--- config.mk ---
export PLATFORM = sky130hd
export DESIGN_NAME = touch_error_event_status_regs
export DESIGN_NICKNAME = d
export VERILOG_FILES = /design/src/touch_status_pkg.sv /design/src/flag_bank_if.sv /design/src/fifo_level_detect.sv /design/src/flag_bank.sv /design/src/touch_error_event_status_regs.sv
export SDC_FILE = /design/constraint.sdc
export NUM_CORES = 1
export LEC_CHECK = 0
export BUFFER_PORTS_ARGS = -buffer_cell sky130_fd_sc_hd__buf_2
export CAP_MARGIN = 15
export CELL_PAD_IN_SITES_DETAIL_PLACEMENT = 1
export CELL_PAD_IN_SITES_GLOBAL_PLACEMENT = 1
export CORE_UTILIZATION = 40
export DETAILED_ROUTE_END_ITERATION = 16
export PLACE_DENSITY = 0.95
export SYNTH_ARGS = -nofsm -noshare
export SYNTH_HDL_FRONTEND = slang
export SYNTH_HIERARCHICAL = 1
export SYNTH_SLANG_ARGS = --single-unit
--- constraint.sdc ---
create_clock -name clk -period 5.12 [get_ports clk]
set_input_delay 0.512 -clock clk [delete_from_list [all_inputs] [get_ports clk]]
set_output_delay 0.512 -clock clk [all_outputs]
set_load 0.02 [all_outputs]
--- src/touch_status_pkg.sv ---
package touch_status_pkg;

  // ------------------------------------------------------------
  // Bus and register map
  // ------------------------------------------------------------
  localparam int ADDR_W = 8;
  localparam int DATA_W = 32;
  localparam int REG_W = 8;
  localparam logic [ADDR_W-1:0] FAULT_FLAGS_OFFSET = 8'h00;
  localparam logic [ADDR_W-1:0] EVENT_FLAGS_OFFSET = 8'h04;
  localparam logic [ADDR_W-1:0] SAMPLE_RATE_OFFSET = 8'h08;
  localparam logic [ADDR_W-1:0] WATERMARK_OFFSET = 8'h0c;
  localparam logic [ADDR_W-1:0] CAP_ENABLE_OFFSET = 8'h10;

  // ------------------------------------------------------------
  // Fault register bit positions
  // ------------------------------------------------------------
  localparam int BAUD_DETECT_FAIL_BIT = 7;
  localparam int CALIBRATION_FAIL_FLAG_BIT = 6;
  localparam int SAMPLING_RANGE_FAULT_BIT = 5;
  localparam int READONLY_WRITE_FAULT_BIT = 4;
  localparam int LENGTH_FAULT_BIT = 3;
  localparam int BAD_ADDRESS_FLAG_BIT = 2;
  localparam int FRAME_END_MISSING_BIT = 1;
  localparam int PARITY_FAULT_BIT = 0;

  // ------------------------------------------------------------
  // Event register bit positions
  // ------------------------------------------------------------
  localparam int RESISTIVE_TOUCHED_BIT = 7;
  localparam int DUAL_TOUCH_ACTIVE_BIT = 6;
  localparam int EVENT_LATCHED_W = 6;

  // ------------------------------------------------------------
  // Limits and reset values
  // ------------------------------------------------------------
  localparam logic [REG_W-1:0] SAMPLE_RATE_MIN = 8'h05;
  localparam logic [REG_W-1:0] SAMPLE_RATE_MAX = 8'h64;
  localparam logic [REG_W-1:0] LENGTH_MIN = 8'h01;
  localparam logic [REG_W-1:0] LENGTH_MAX = 8'h65;
  localparam logic [REG_W-1:0] SAMPLE_RATE_RESET = 8'h64;
  localparam logic [REG_W-1:0] WATERMARK_RESET = 8'h01;
  localparam logic [3:0] CAP_ENABLE_RESET = 4'hf;

  typedef enum logic [2:0] {
    BUS_IDLE = 3'b001,
    BUS_DONE = 3'b010,
    BUS_HOLD = 3'b100
  } bus_state_type;

endpackage

--- src/flag_bank_if.sv ---
interface flag_bank_if #(parameter int WIDTH = 8);
  logic [WIDTH-1:0] setBits;
  logic [WIDTH-1:0] clearBits;
  logic [WIDTH-1:0] flags;

  modport owner (input setBits, input clearBits, output flags);
  modport user (output setBits, output clearBits, input flags);
endinterface

--- src/fifo_level_detect.sv ---
module fifo_level_detect #(
  parameter int COUNT_W = 8
) (
  // FIFO view
  input wire logic [COUNT_W-1:0] fifoCount,
  input wire logic fifoFull,
  // Threshold
  input wire logic [COUNT_W-1:0] watermark,
  // Result
  output logic levelReached
);

  // ------------------------------------------------------------
  // Level compare
  // ------------------------------------------------------------
  // Full always counts, even if the watermark is above the depth
  always_comb begin
    levelReached = fifoFull | (fifoCount >= watermark);
  end

endmodule

--- src/flag_bank.sv ---
module flag_bank (
  // Clock and reset
  input wire logic clk,
  input wire logic rst_n,
  // Set, clear and flag view
  flag_bank_if.owner bank
);

  localparam int WIDTH = $bits(bank.flags);

  typedef struct packed {
    logic [WIDTH-1:0] flags;
  } bank_state_type;

  bank_state_type r;
  bank_state_type next_r;

  // ------------------------------------------------------------
  // Sticky flags
  // ------------------------------------------------------------
  // A set in the clearing cycle survives, so no event is lost
  always_comb begin
    next_r = r;
    next_r.flags = (r.flags & ~bank.clearBits) | bank.setBits;
  end

  always_ff @(posedge clk or negedge rst_n) begin
    if (!rst_n) begin
      r <= '0;
    end else begin
      r <= next_r;
    end
  end

  assign bank.flags = r.flags;

endmodule

--- src/touch_error_event_status_regs.sv ---
module touch_error_event_status_regs
  import touch_status_pkg::*;
#(
  parameter int FIFO_COUNT_W = 8,
  parameter int CAP_KEYS = 4
) (
  // Clock and reset
  input wire logic clk,
  input wire logic rst_n,
  // APB slave
  input wire logic psel,
  input wire logic penable,
  input wire logic pwrite,
  input wire logic [touch_status_pkg::ADDR_W-1:0] paddr,
  input wire logic [touch_status_pkg::DATA_W-1:0] pwdata,
  output logic [touch_status_pkg::DATA_W-1:0] prdata,
  output logic pready,
  output logic pslverr,
  // Link fault reports, one-cycle pulses
  input wire logic baudDetectFail,
  input wire logic calibrationFail,
  input wire logic frameEndMissing,
  input wire logic parityFault,
  input wire logic lengthValid,
  input wire logic [touch_status_pkg::REG_W-1:0] lengthCount,
  // Touch conditions, levels
  input wire logic resistiveTouched,
  input wire logic dualTouchActive,
  // Touch and gesture events, one-cycle pulses
  input wire logic zoomDetect,
  input wire logic rotateDetect,
  input wire logic slideDetect,
  input wire logic sampleDone,
  input wire logic [CAP_KEYS-1:0] capEvent,
  // Coordinate FIFO view
  input wire logic [FIFO_COUNT_W-1:0] fifoCount,
  input wire logic fifoFull,
  // Configuration and notify outputs
  output logic [touch_status_pkg::REG_W-1:0] sampleRate,
  output logic [CAP_KEYS-1:0] capEnable,
  output logic eventNotifyPin
);

  import touch_status_pkg::*;

  // ------------------------------------------------------------
  // State
  // ------------------------------------------------------------
  typedef struct packed {
    bus_state_type bus;
    logic [DATA_W-1:0] rdata;
    logic err;
    logic [REG_W-1:0] clearMask;
    logic clearFault;
    logic clearEvent;
    logic [REG_W-1:0] sampleRate;
    logic [FIFO_COUNT_W-1:0] watermark;
    logic [CAP_KEYS-1:0] capEnable;
    logic notify;
  } regs_type;

  regs_type r;
  regs_type next_r;

  flag_bank_if #(.WIDTH(REG_W)) faultBank ();
  flag_bank_if #(.WIDTH(EVENT_LATCHED_W)) eventBank ();

  logic fifoLevel;
  logic access;
  logic [REG_W-1:0] faultSet;
  logic [EVENT_LATCHED_W-1:0] eventSet;
  // Decoded request, shared by the answer and the fault flags
  logic addrBad;
  logic roWrite;
  logic rateBad;
  logic [DATA_W-1:0] readValue;

  // ------------------------------------------------------------
  // Helpers
  // ------------------------------------------------------------
  function automatic logic outOfRange(
    input logic [REG_W-1:0] value,
    input logic [REG_W-1:0] low,
    input logic [REG_W-1:0] high
  );
    outOfRange = (value < low) || (value > high);
  endfunction

  function automatic logic isMapped(input logic [ADDR_W-1:0] addr);
    case (addr)
      FAULT_FLAGS_OFFSET,
      EVENT_FLAGS_OFFSET,
      SAMPLE_RATE_OFFSET,
      WATERMARK_OFFSET,
      CAP_ENABLE_OFFSET: isMapped = 1'b1;
      default: isMapped = 1'b0;
    endcase
  endfunction

  function automatic logic isReadOnly(input logic [ADDR_W-1:0] addr);
    isReadOnly = (addr == FAULT_FLAGS_OFFSET) || (addr == EVENT_FLAGS_OFFSET);
  endfunction

  // ------------------------------------------------------------
  // Flag storage
  // ------------------------------------------------------------
  flag_bank u_fault_bank (
    .clk(clk),
    .rst_n(rst_n),
    .bank(faultBank.owner)
  );

  flag_bank u_event_bank (
    .clk(clk),
    .rst_n(rst_n),
    .bank(eventBank.owner)
  );

  fifo_level_detect #(
    .COUNT_W(FIFO_COUNT_W)
  ) u_fifo_level (
    .fifoCount(fifoCount),
    .fifoFull(fifoFull),
    .watermark(r.watermark),
    .levelReached(fifoLevel)
  );

  assign access = psel & penable;

  // ------------------------------------------------------------
  // Access decode
  // ------------------------------------------------------------
  // Decoded once so the answer and the fault flags cannot disagree
  always_comb begin
    addrBad = !isMapped(paddr) || (paddr[1:0] != 2'b00);
    roWrite = pwrite && isReadOnly(paddr);
    // Priority among the three is set where they are used
    rateBad = pwrite && (paddr == SAMPLE_RATE_OFFSET) &&
        outOfRange(pwdata[REG_W-1:0], SAMPLE_RATE_MIN, SAMPLE_RATE_MAX);
  end

  // ------------------------------------------------------------
  // Read data select
  // ------------------------------------------------------------
  // Unused upper bits read as zero
  always_comb begin
    readValue = '0;
    case (paddr)
      FAULT_FLAGS_OFFSET: begin
        readValue[REG_W-1:0] = faultBank.flags;
      end
      EVENT_FLAGS_OFFSET: begin
        // Live levels sit above the latched bits
        readValue[RESISTIVE_TOUCHED_BIT] = resistiveTouched;
        readValue[DUAL_TOUCH_ACTIVE_BIT] = dualTouchActive;
        readValue[EVENT_LATCHED_W-1:0] = eventBank.flags;
      end
      SAMPLE_RATE_OFFSET: begin
        readValue[REG_W-1:0] = r.sampleRate;
      end
      WATERMARK_OFFSET: begin
        readValue[FIFO_COUNT_W-1:0] = r.watermark;
      end
      CAP_ENABLE_OFFSET: begin
        readValue[CAP_KEYS-1:0] = r.capEnable;
      end
      default: begin
        readValue = '0;
      end
    endcase
  end

  // ------------------------------------------------------------
  // Event sources
  // ------------------------------------------------------------
  always_comb begin
    eventSet = '0;
    eventSet[5] = zoomDetect;
    eventSet[4] = rotateDetect;
    eventSet[3] = slideDetect;
    // Held while the level stands, so it re-latches after a read
    eventSet[2] = fifoLevel;
    eventSet[1] = |(capEvent & r.capEnable);
    eventSet[0] = sampleDone;
  end

  // ------------------------------------------------------------
  // Fault sources
  // ------------------------------------------------------------
  always_comb begin
    faultSet = '0;
    faultSet[BAUD_DETECT_FAIL_BIT] = baudDetectFail;
    faultSet[CALIBRATION_FAIL_FLAG_BIT] = calibrationFail;
    faultSet[FRAME_END_MISSING_BIT] = frameEndMissing;
    faultSet[PARITY_FAULT_BIT] = parityFault;
    faultSet[LENGTH_FAULT_BIT] = lengthValid &&
        outOfRange(lengthCount, LENGTH_MIN, LENGTH_MAX);
    // Bus-side faults are raised at the completing edge only
    if (r.bus == BUS_DONE) begin
      if (addrBad) begin
        faultSet[BAD_ADDRESS_FLAG_BIT] = 1'b1;
      end else if (roWrite) begin
        faultSet[READONLY_WRITE_FAULT_BIT] = 1'b1;
      end else if (rateBad) begin
        faultSet[SAMPLING_RANGE_FAULT_BIT] = 1'b1;
      end
    end
  end

  // ------------------------------------------------------------
  // Bank hookup
  // ------------------------------------------------------------
  // Only bits the host actually saw are cleared; later arrivals stay
  assign faultBank.setBits = faultSet;
  assign faultBank.clearBits = r.clearFault ? r.clearMask : '0;
  assign eventBank.setBits = eventSet;
  assign eventBank.clearBits = r.clearEvent ?
      r.clearMask[EVENT_LATCHED_W-1:0] : '0;

  // ------------------------------------------------------------
  // Bus sequencing and register effects
  // ------------------------------------------------------------
  // One wait cycle lets read data come straight from flip-flops
  always_comb begin
    next_r = r;
    next_r.clearFault = 1'b0;
    next_r.clearEvent = 1'b0;
    case (r.bus)
      BUS_IDLE: begin
        if (access) begin
          next_r.bus = BUS_DONE;
          next_r.rdata = '0;
          next_r.err = 1'b0;
          if (addrBad) begin
            next_r.err = 1'b1;
          end else if (roWrite) begin
            next_r.err = 1'b1;
          end else if (!pwrite) begin
            // Snapshot now; the clear lands two edges later
            next_r.rdata = readValue;
          end
        end
      end
      BUS_DONE: begin
        next_r.bus = BUS_HOLD;
        // Register writes land on the edge that completes the transfer
        if (!r.err) begin
          if (pwrite) begin
            case (paddr)
              SAMPLE_RATE_OFFSET: begin
                // Out-of-range values are dropped, the old rate stays
                if (!outOfRange(pwdata[REG_W-1:0], SAMPLE_RATE_MIN,
                    SAMPLE_RATE_MAX)) begin
                  next_r.sampleRate = pwdata[REG_W-1:0];
                end
              end
              WATERMARK_OFFSET: begin
                next_r.watermark = pwdata[FIFO_COUNT_W-1:0];
              end
              CAP_ENABLE_OFFSET: begin
                next_r.capEnable = pwdata[CAP_KEYS-1:0];
              end
              default: begin
                next_r.watermark = r.watermark;
              end
            endcase
          end else if (paddr == FAULT_FLAGS_OFFSET) begin
            next_r.clearFault = 1'b1;
            // A bit that fires again after the snapshot waits for the next read
            next_r.clearMask = r.rdata[REG_W-1:0] & ~faultSet;
          end else if (paddr == EVENT_FLAGS_OFFSET) begin
            next_r.clearEvent = 1'b1;
            // Same for latched events; live bits 7 and 6 can be in the mask but never reach the event bank
            next_r.clearMask = r.rdata[REG_W-1:0] & ~REG_W'(eventSet);
            next_r.notify = 1'b1;
          end
        end
      end
      BUS_HOLD: begin
        // Gap cycle keeps a back-to-back setup from reusing old data
        next_r.bus = BUS_IDLE;
      end
      default: begin
        next_r.bus = BUS_IDLE;
      end
    endcase
    // A fresh latched event takes the pin back to pending
    if (|eventSet) begin
      next_r.notify = 1'b0;
    end
  end

  always_ff @(posedge clk or negedge rst_n) begin
    if (!rst_n) begin
      r.bus <= BUS_IDLE;
      r.rdata <= '0;
      r.err <= 1'b0;
      r.clearMask <= '0;
      r.clearFault <= 1'b0;
      r.clearEvent <= 1'b0;
      r.sampleRate <= SAMPLE_RATE_RESET;
      r.watermark <= FIFO_COUNT_W'(WATERMARK_RESET);
      r.capEnable <= CAP_KEYS'(CAP_ENABLE_RESET);
      r.notify <= 1'b1;
    end else begin
      r <= next_r;
    end
  end

  // ------------------------------------------------------------
  // Outputs
  // ------------------------------------------------------------
  // Answer decoded from state alone, no path from the bus inputs
  assign pready = (r.bus == BUS_DONE);
  assign pslverr = (r.bus == BUS_DONE) & r.err;
  assign prdata = r.rdata;
  assign sampleRate = r.sampleRate;
  assign capEnable = r.capEnable;
  assign eventNotifyPin = r.notify;

endmodule

==> results.md, run 1 <==
- I/O Pins: 124
- Post-CTS Setup Bufs: 0
- DR vias: 2,570
- RSZ-0062 raised after global routing: false
- Skew-Pair Late Insertion Delay: about 0.35 ns
- First-pass GRT wire length: 13.3 mm
- Worst slack at placement: approximately 2.2 ns
- Measured slew at the worst slew-check pin: just over 0.9 ns
- First-pass detailed-route iteration total: 4
- H-tree lvl count: 3
- Primary FF master, synth: dfrtp_1
- Total core area: 8180 sq um
- Yosys warnings: 6
- Detailed router's first-iteration violation count: 114
- Buf/Inv on CP: 1
- Initial antenna violation count: 0
- Cell family with most CP delay: simple AND/OR/NAND/NOR gates
- IO buf count: between 70 and 80
- Fraction of layout cells with a size suffix above 1: roughly a third
- CTS resizes: 0
- Ys async rst share: 100%
- Main area contributors after synthesis: dfrtp_1 35%, buf_4 9.8%, dfstp_2 7.8%
- Crit end category: flop
- Post-Syn Instances: about 330
- Vias in the first global route: 2,682
- Fmax achieved: 384 MHz
- Share of the synthesized area in the top cell type: 34.9%
- Sequential area share after synthesis: between 40% and 50%
- Post-synthesis cell type count: 48
- Initial Utilization: approximately 41%
- Period minus WS final: 2.61 ns
- TritonCTS Buffers: 9
- Worst-case clock buffer depth: 2
- CTS root buffer: clkbuf_8
- Cts hold-fix bufs: 0
- Tot GR Track Use: a little over 20%
- Total of max-cap violations: 0
- Placed cells: between 400 and 500
- DP HPWL: about 6.4 mm
- Worst EP arrival: 2.84 ns
- Final wirelength: between 8 and 9 mm
- Slowest stage delay, CP: ~0.78 ns
- Run status: completed
- EDFF count, synth: 0
- Synth top cells by count: 47 x dfrtp_1, 44 x buf_4, 30 x inv_1
- Worst Path Max Fanout: 8
- Seq cells post-synth: 57
- CTS clk-pin slew, worst paths: approximately 0.070 ns
- DR DRC count: 0
- Largest area contributor in the netlist: dfrtp_1
- R2R Path Start: r[66]$_DFFE_PN0P_
- Pleak: ~1.8 nW
- Most frequent cell after synthesis: dfrtp_1
- Avg Cell Area, Syn: about 10 sq um
- Die height: 93.8 um
- Fillers: just under 1,000
- Cell area after synthesis: around 3400 sq um
- Tcrit/Tclk final: between 50% and 60%
- Endpoints failing hold: 0
- Total gr overflow: 0
- Final ANT Viol Nets: 0
- Fin. max-slew vios: 0
- Gpl congestion: around 0.85
- Req. time, crit path: between 5 and 6 ns
- PD cells: roughly 250 nW/um^2
- Relative slew slack: 39.0%
- Clk_skew: around 0.010 ns
- Net count, final: roughly 480
- HP Class: input port to asynchronous set/reset pin
- Setup crit start kind: input port
- Setup violations, final: 0
- Num rows: 33
- Largest net degree at the start of global routing: 58
- TritonCTS Sinks: 57
- CTS tree: done
- Die area: around 8800 sq um
- Min Hold Slack: about 0.3 ns
- Die width: 93.8 um
- Critical path startpoint: paddr[5]
- Final std cells w/o fill: 500
- Via density: approximately 5
- Antenna diodes: 0
- Area delta synth->final: 11.9%
- Critical path class: input port to flop
- Setup TNS: 0 ns
- CP cell instances: buf_2 > nor4_1 > nand4_1 > nor4b_4 > mux2_2
- VDD IR-drop max: ~0.0001 V
- Avg WL per Cell: ~17 um
- CP max stage cell: nor4_1
- Slack of the critical path: between 2 and 3 ns
## worst paths after layout
check / end / slack [ns] / depth (start not counted)
setup reg to reg: sampleRate[3]$_DFFE_PN0P_ / 2.57 / 4
max in group asynchronous: r[6]$_DFFE_PN0P_ / 4.30 / 2
min in group clk: u_fault_bank/bank.flags[6]$_DFF_PN0_ / 0.36 / 2
setup / recovery: sampleRate[3]$_DFFE_PN0P_ / 2.51 / 5
hold reg to reg: u_fault_bank/bank.flags[3]$_DFF_PN0_ / 0.48 / 1
hold / removal: r[30]$_DFFE_PN0P_ / 0.30 / 2
## metrics by stage
step	util, %	cell area (sq um)	power (W)
6_report	46.2	3770	0.000947
3_3_place_gp	44.0	3600	0.000570
4_1_cts	46.2	3770	0.000958
3_5_place_dp	44.0	3600	0.000577
2_1_floorplan	-	3460	0.000543
5_1_grt	46.2	3770	0.000982
## report_power, final
part | leakage (nW) | internal (W) | switching (W)
registers | 0.700 | 0.000460 | 0.00000668
logic | 0.991 | 0.0000365 | 0.0000665
clock network | 0.0932 | 0.000200 | 0.000178
## cell usage in the layout (no fill, tap or decap), drive strengths merged, types with 2 or more instances in the layout
master,n
a21o,15
nor2b,2
or4,4
nor3b,3
and2,16
mux2,21
o31ai,2
o2bb2ai,4
ha,8
a211oi,3
nand2b,5
buf,76
nor2,10
inv,30
a22oi,2
dfstp,10
conb,24
nor4,5
mux4,4
clkbuf,13
o21a,3
or3,3
nand3,3
nor3,4
dfrtp,47
o22ai,3
nand2,24
clkinv,3
o31a,2
mux2i,8
o21ai,25
## sequential cells by signal (all words and copies together) (netlist names)
register                 count
r                           22
eventNotifyPin               1
prdata                       8
sampleRate                   8
u_fault_bank/bank.flags      8
capEnable                    4
u_event_bank/bank.flags      6
## cell type report
type	instances	area (sq um)	share of cell area (%)
clock buffers	13	159	4.21
clock inverters	3	15.0	0.398
inverters	30	113	2.98
multi-input cells	216	1530	40.6
flip-flops and latches	57	1440	38.1
well taps	105	131	3.48
repair buffers	76	383	10.1
## cells by family after synthesis
kind of cell | share of synthesized area (%)
AO/OA/AOI/OAI | 13.1
adder cells (fa/ha/maj) | 2.97
other | 0.111
flip-flops | 42.7
multiplexers | 12.1
AND/OR/NAND/NOR | 14.7
buffers and inverters | 14.4
## layer usage
layer,vias up,part of all wire [%],GRT usage [%]
met2,77,51,36.3
met4,0,2.4,9.36
met1,1266,40,22.6
met5,-,0,0
met3,18,6.2,5.66
li1,1209,-,-
(Power assumes the default switching activity.)
==> run 2: changes to the inputs <==
- CORE_UTILIZATION: 40 -> 37
- PLACE_DENSITY: 0.95 -> 0.9
- clock period: 5.12 -> 2.6 ns (I/O delays scaled with it)
==> run 2 against run 1 <==
  * Global-route usage fell by 0.99 points
  * Wire length rose by 2.2%
  * Largest power group unchanged
  * First-iteration DRC count fell by 38%
  * Largest cell class unchanged
  * Critical path type is now flop to flop
==> results.md, run 2 (synthesis gave the netlist of run 1 again) <==
- R2R setup slack: 0.25 ns
- Reg with most FFs: r
- Initial Utilization: around two fifths
- Critical path startpoint: r[31]$_DFFE_PN0P_
- Crit end category: flop
- R2R Path Start: r[31]$_DFFE_PN0P_
- Reg2reg path depth: 4
- Setup TNS: 0 ns
- Worst EP arrival: between 2 and 3 ns
- Setup crit start kind: flop
- VDD IR-drop max: roughly 0.00020 V
- Relative slew slack: 59.2%
- Max reg flops: 22
- Setup violations, final: 0
- Initial antenna violation count: 0
- Tcrit/Tclk final: between 90% and 100%
- I/O Pins: around 120
- IO buf count: 75
- Detailed router's first-iteration violation count: a little over 70
- CP max stage cell: or4b_2
- Tot GR Track Use: about 20%
- TritonCTS Buffers: 9
- Endpoints failing hold: 0
- CTS root buffer: clkbuf_8
- Fin. max-slew vios: 0
- Sequential Power Share: 45.3%
- Most frequent cells in the layout: 75 x buf_2, 47 x dfrtp_1, 30 x inv_1
- Post-CTS Setup Bufs: 0
- Num rows: 34
- Total of max-cap violations: 0
- Req. time, crit path: approximately 2.9 ns
- Via density: about 5
- Slowest stage delay, CP: about 0.75 ns
- Design internal power: about 0.0015 W
- Sw Pwr: 0.000517 W
- CTS clk-pin slew, worst paths: 0.07 ns
- Clk pwr share: 44.5%
- Final wirelength: between 8 and 9 mm
- Final ANT Viol Nets: 0
- Net count, final: 483
- Pleak: 1.84 nW
- Fmax achieved: around 430 MHz
- Gpl congestion: ~0.84
- First-pass detailed-route iteration total: 4
- Die width: 97.5 um
- Largest net degree at the start of global routing: 24
- Total gr overflow: 0
- CP cell instances: or4b_2 > or4_1 > buf_4 > o31ai_1
- Placed Area: 3660 sq um
- Die height: about 97 um
- Commonest non-fill, non-tap cell in the layout: buf_2
- HP Class: input port to flop
- Die area: approximately 9500 sq um
- Fraction of layout cells with a size suffix above 1: between 30% and 40%
- Clk_skew: roughly 0.0073 ns
- PD cells: between 500 and 600 nW/um^2
- Setup crit end: r[24]$_DFFE_PN0P_
- First-pass GRT wire length: around 14 mm
- Critical path class: flop to flop
- Area delta synth->final: 14.9%
- Comb power frac: between 10 and 15%
- Period minus WS final: approximately 2.3 ns
- DR DRC count: 0
- Antenna diodes: 0
- Critical R2R Capture: r[24]$_DFFE_PN0P_
- H-tree lvl count: 3
- Switch share: 25.5%
- Fin area: between 3000 and 4000 sq um
- DR vias: between 2,000 and 3,000
- Run status: completed
- Vias in the first global route: about 2,800
- Worst-case clock buffer depth: 2
- Measured slew at the worst slew-check pin: about 0.6 ns
- TritonCTS Sinks: 57
- Total core area: around 9000 sq um
- CTS tree: done
- Skew-Pair Late Insertion Delay: between 0.3 and 0.4 ns
- Worst Path Max Fanout: 7
- DP HPWL: 6.76 mm
- Avg WL per Cell: roughly 17 um
- RSZ-0062 raised after global routing: false
==> run 2: changes by cell type in the layout (fill, tap and decap cells not counted), sizes merged <==
| cell | before | now |
|---|---|---|
| dlygate4sd3 | 0 | 1 |
| bufinv | 0 | 2 |
| clkinv | 3 | 5 |
| clkbuf | 13 | 9 |
| buf | 76 | 83 |
==> run 2: worst min-delay path by stage <==
| stage | cells after the start | to | start | slack (ns) |
|---|---|---|---|---|
| after floorplan | 0 | prdata[0]$_DFFE_PN0P_ | rst_n | -0.04 |
| after global placement | 1 | u_fault_bank/bank.flags[7]$_DFF_PN0_ | rst_n | 0.22 |
| after detailed placement | 1 | u_fault_bank/bank.flags[7]$_DFF_PN0_ | rst_n | 0.22 |
| after CTS | 2 | u_fault_bank/bank.flags[1]$_DFF_PN0_ | frameEndMissing | 0.09 |
| after global routing | 2 | u_fault_bank/bank.flags[1]$_DFF_PN0_ | frameEndMissing | 0.1 |
| final | 2 | u_fault_bank/bank.flags[1]$_DFF_PN0_ | frameEndMissing | 0.10 |
==> run 2: repair_timing <==
| action | in CTS | in global routing |
|---|---|---|
| hold buffers | 1 | 0 |
| endpoints found under the hold margin | 15 | 0 |
| resized for setup | 0 | 0 |
==> run 2: critical path: cells and delay by family, from the launching register on <==
family | cells | cell delay, ns
AND/OR/NAND/NOR | 2 | 1.34
flip-flops | 1 | 0.43
AO/OA/AOI/OAI | 1 | 0.24
buffers and inverters | 1 | 0.23
==> run 2: cell type report <==
cell class                 instances  area, sq um
clock buffer                       9          124
clock inverter                     7         85.1
fill                            1030         4890
inverter                          30          113
multi-input combinational        216         1530
sequential                        57         1440
tap                              108          135
timing repair buffer              84          445
==> run 2: through the flow <==
| step | hold WS (ns) | std cells | utilization, % | power (W) | worst slack [ns] |
|---|---|---|---|---|---|
| final | 0.102 | 511 | 44.2 | 0.00203 | 0.250 |
| after global routing | 0.0959 | 511 | 44.2 | 0.00210 | 0.171 |
| after CTS | 0.0856 | 511 | 44.2 | 0.00204 | 0.268 |
| after detailed placement | 0.223 | 494 | 41.7 | 0.00114 | 0.288 |
| after global placement | 0.216 | 494 | 41.7 | 0.00113 | 0.361 |
| after floorplan | -0.0356 | 357 | - | 0.00107 | 0.115 |
==> run 2: routing by layer <==
layer	vias to the layer above	GRT usage, %	part of all wire (%)
met5	-	0	0
met4	0	6.79	2.2
met2	76	34.3	52
met1	1260	22.1	40
li1	1210	-	-
met3	19	6.12	5.0
==> run 2: power groups by stage <==
stage | combinational (W) | clock (W) | sequential, W
after global placement | 0.000196 | 0 | 0.000931
after floorplan | 0.000141 | 0 | 0.000928
after global routing | 0.000231 | 0.000949 | 0.000919
after detailed placement | 0.000205 | 0 | 0.000933
final | 0.000207 | 0.000903 | 0.000918
after CTS | 0.000209 | 0.000916 | 0.000918
==> run 3: changes to the inputs <==
- ABC_AREA: default -> 1
- CORE_UTILIZATION: 37 -> 36
- PLACE_DENSITY: 0.9 -> 0.91
==> run 3 against run 2 <==
  * Via count grew 24%
  * Wire length up 14%
  * Design area rose by 6.6%
  * Setup slack improved by 0.57 ns
  * Total power fell by 8.4%
  * Core utilization shrank 2.3 points
  * Global-route usage increased by 0.64 points
  * Clock power is 17% lower
  * Maximum frequency up 32%
  * Clock skew is 0.00099 ns lower
  * Synthesized area is 9.5% higher
  * Sequential power down 2%
  * Critical path type unchanged
==> results.md, run 3 <==
- Run status: completed
- Mux cell area share after synthesis: 0%
- Pleak: 2.37 nW
- Initial antenna violation count: 0
- Setup violations, final: 0
- Simple-Gate Fraction of Synth Area: about a third
- CTS root buffer: clkbuf_8
- Sequential Power Share: 48.7%
- Fin. max-slew vios: 0
- Clk pwr share: 40.6%
- Main area contributors after synthesis: dfrtp_1 32%, nand2_1 16%, buf_4 9.2%
- IO buf count: 75
- Detailed router's first-iteration violation count: a little under 90
- Post-CTS Setup Bufs: 0
- EDFF count, synth: 0
- Vias in the first global route: between 3,000 and 4,000
- Measured slew at the worst slew-check pin: around 0.76 ns
- Clk_skew: ~0.0063 ns
- Avg WL per Cell: between 10 and 15 um
- Area delta synth->final: 11.9%
- Worst slack at placement: 0.832 ns
- Post-Syn Instances: 488
- Avg Cell Area, Syn: roughly 7.6 sq um
- Crit end category: flop
- Switch share: 27.0%
- H-tree lvl count: 3
- Commonest non-fill, non-tap cell in the layout: nand2_1
- Seq cells post-synth: 57
- RSZ-0062 raised after global routing: false
- Die height: approximately 100 um
- Gpl congestion: around 0.84
- First-pass detailed-route iteration total: 4
- Critical path class: flop to flop
- TritonCTS Buffers: 9
- Most frequent cell after synthesis: nand2_1
- Slack of the critical path: ~0.82 ns
- Share of the synthesized area in the top cell type: a little under a third
- Adder-cell share of the synthesized area: under 10%
- Sequential area share after synthesis: approximately 40%
- CTS clk-pin slew, worst paths: about 0.07 ns
- Fillers: between 1,000 and 1,500
- Tot GR Track Use: about 20%
- Antenna diodes: 0
- Via density: about 4.6
- Ys async rst share: 100%
- Tcrit/Tclk final: 68.5%
- Compound-Gate Fraction of Synth Area: between 6 and 7%
- I/O Pins: 124
- Sw Pwr: 0.000501 W
- Setup TNS: 0 ns
- Largest area contributor in the netlist: dfrtp_1
- Req. time, crit path: around 2.9 ns
- Final std cells w/o fill: roughly 690
- Synth top cells by count: 157 x nand2_1, 82 x inv_1, 47 x dfrtp_1
- PD cells: 449 nW/um^2
- Design internal power: 0.00136 W
- Die area: 10,700 sq um
- R2R Path Start: r[10]$_DFFE_PN0P_
- Skew-Pair Late Insertion Delay: between 0.3 and 0.4 ns
- CTS tree: done
- TritonCTS Sinks: 57
- DP HPWL: 7.68 mm
- Total core area: 9860 sq um
- Net count, final: between 600 and 700
- Relative slew slack: 49.5%
- DR DRC count: 0
- Initial Utilization: roughly 37%
- HP Class: input port to asynchronous set/reset pin
- Die width: 103 um
- Reg with most FFs: r
- Cts hold-fix bufs: 0
- Worst EP arrival: between 2 and 2.5 ns
- Multi-input logic area: ~1600 sq um
- Endpoints failing hold: 0
- Final wirelength: 9.77 mm
- Max reg flops: 22
- Largest family of logic cells by synthesized area: simple AND/OR/NAND/NOR gates
- Yosys warnings: 6
- DR vias: roughly 3,200
- Setup crit start kind: flop
- Comb power frac: approximately a tenth
- Final ANT Viol Nets: 0
- Most frequent cells in the layout: 157 x nand2_1, 82 x inv_1, 75 x buf_2
- First-pass GRT wire length: between 15 and 20 mm
- Period minus WS final: roughly 1.8 ns
- Total gr overflow: 0
- Primary FF master, synth: dfrtp_1
- Num rows: 36
- Total of max-cap violations: 0
- Worst-case clock buffer depth: 2
- Critical path startpoint: r[10]$_DFFE_PN0P_
- Post-Synth XOR/XNOR Area: 0%
- Sequential Area: around 1400 sq um
- Largest net degree at the start of global routing: 58
- Cell area after synthesis: about 3700 sq um
- Worst Path Max Fanout: 3
- Fmax achieved: between 500 and 600 MHz
- Placed cells: 671
- CTS resizes: 0
- Fraction of layout cells with a size suffix above 1: a little over a quarter
- Post-synthesis cell type count: 33
- VDD IR-drop max: between 0.0002 and 0.00025 V
run 3: per-stage QoR:
stage / hold WS, ns / total power (W) / util, % / instance area [sq um]
after floorplan: -0.0356 / 0.00105 / - / 3780
after global placement: 0.453 / 0.00111 / 40.2 / 3960
after detailed placement: 0.450 / 0.00112 / 40.2 / 3960
after CTS: 0.0840 / 0.00187 / 41.9 / 4130
after global routing: 0.115 / 0.00194 / 41.9 / 4130
final: 0.0571 / 0.00186 / 41.9 / 4130
run 3: final timing paths:
check | endpoint | slack (ns) | depth (start not counted)
setup / recovery | eventNotifyPin$_DFFE_PN1P_ | 0.82 | 9
hold / removal | u_event_bank/bank.flags[0]$_DFF_PN0_ | 0.06 | 2
setup reg to reg | eventNotifyPin$_DFFE_PN1P_ | 0.82 | 9
hold reg to reg | u_fault_bank/bank.flags[7]$_DFF_PN0_ | 0.49 | 2
max in group asynchronous | u_fault_bank/bank.flags[4]$_DFF_PN0_ | 2.02 | 2
min in group clk | u_fault_bank/bank.flags[0]$_DFF_PN0_ | 0.13 | 3
run 3: worst max-delay path, stage by stage, from the launching register on:
cell and delay [ns]:
dfrtp_1 0.41, inv_1 0.07, ha_1 0.29, a21oi_1 0.16
nor2_1 0.08, nor3_2 0.10, nand2_1 0.17, nor3_1 0.21
nand3_1 0.10, nor2_1 0.14
run 3: power groups by stage:
stage	clock network (W)	registers [W]	logic, W
5_1_grt	0.000804	0.000904	0.000227
6_report	0.000754	0.000904	0.000199
2_1_floorplan	0	0.000918	0.000136
3_5_place_dp	0	0.000919	0.000200
4_1_cts	0.000770	0.000903	0.000202
3_3_place_gp	0	0.000918	0.000188
run 3: cell type report:
cell class | count | area share [%]
Tap cell | 133 | 4.03
Clock buffer | 16 | 4.12
Multi-Input combinational cell | 314 | 39.2
Sequential cell | 57 | 34.8
Inverter | 90 | 8.42
Timing Repair Buffer | 77 | 9.45
run 3: cells by family (layout without fill, tap and decap cells):
group,count (synthesis),count (layout)
compound gates,33,33
flops,57,57
other cells,1,24
simple gates,249,249
fa+ha+maj,8,8
buf+inv,140,183
run 3: metal layers:
| metal | GRT usage (%) | vias up | part of all wire, % |
|---|---|---|---|
| met4 | 6.93 | 0 | 1.9 |
| met1 | 23.6 | 1540 | 43 |
| li1 | - | 1542 | - |
| met5 | 0 | - | 0 |
| met2 | 36.6 | 79 | 51 |
| met3 | 3.90 | 18 | 3.5 |
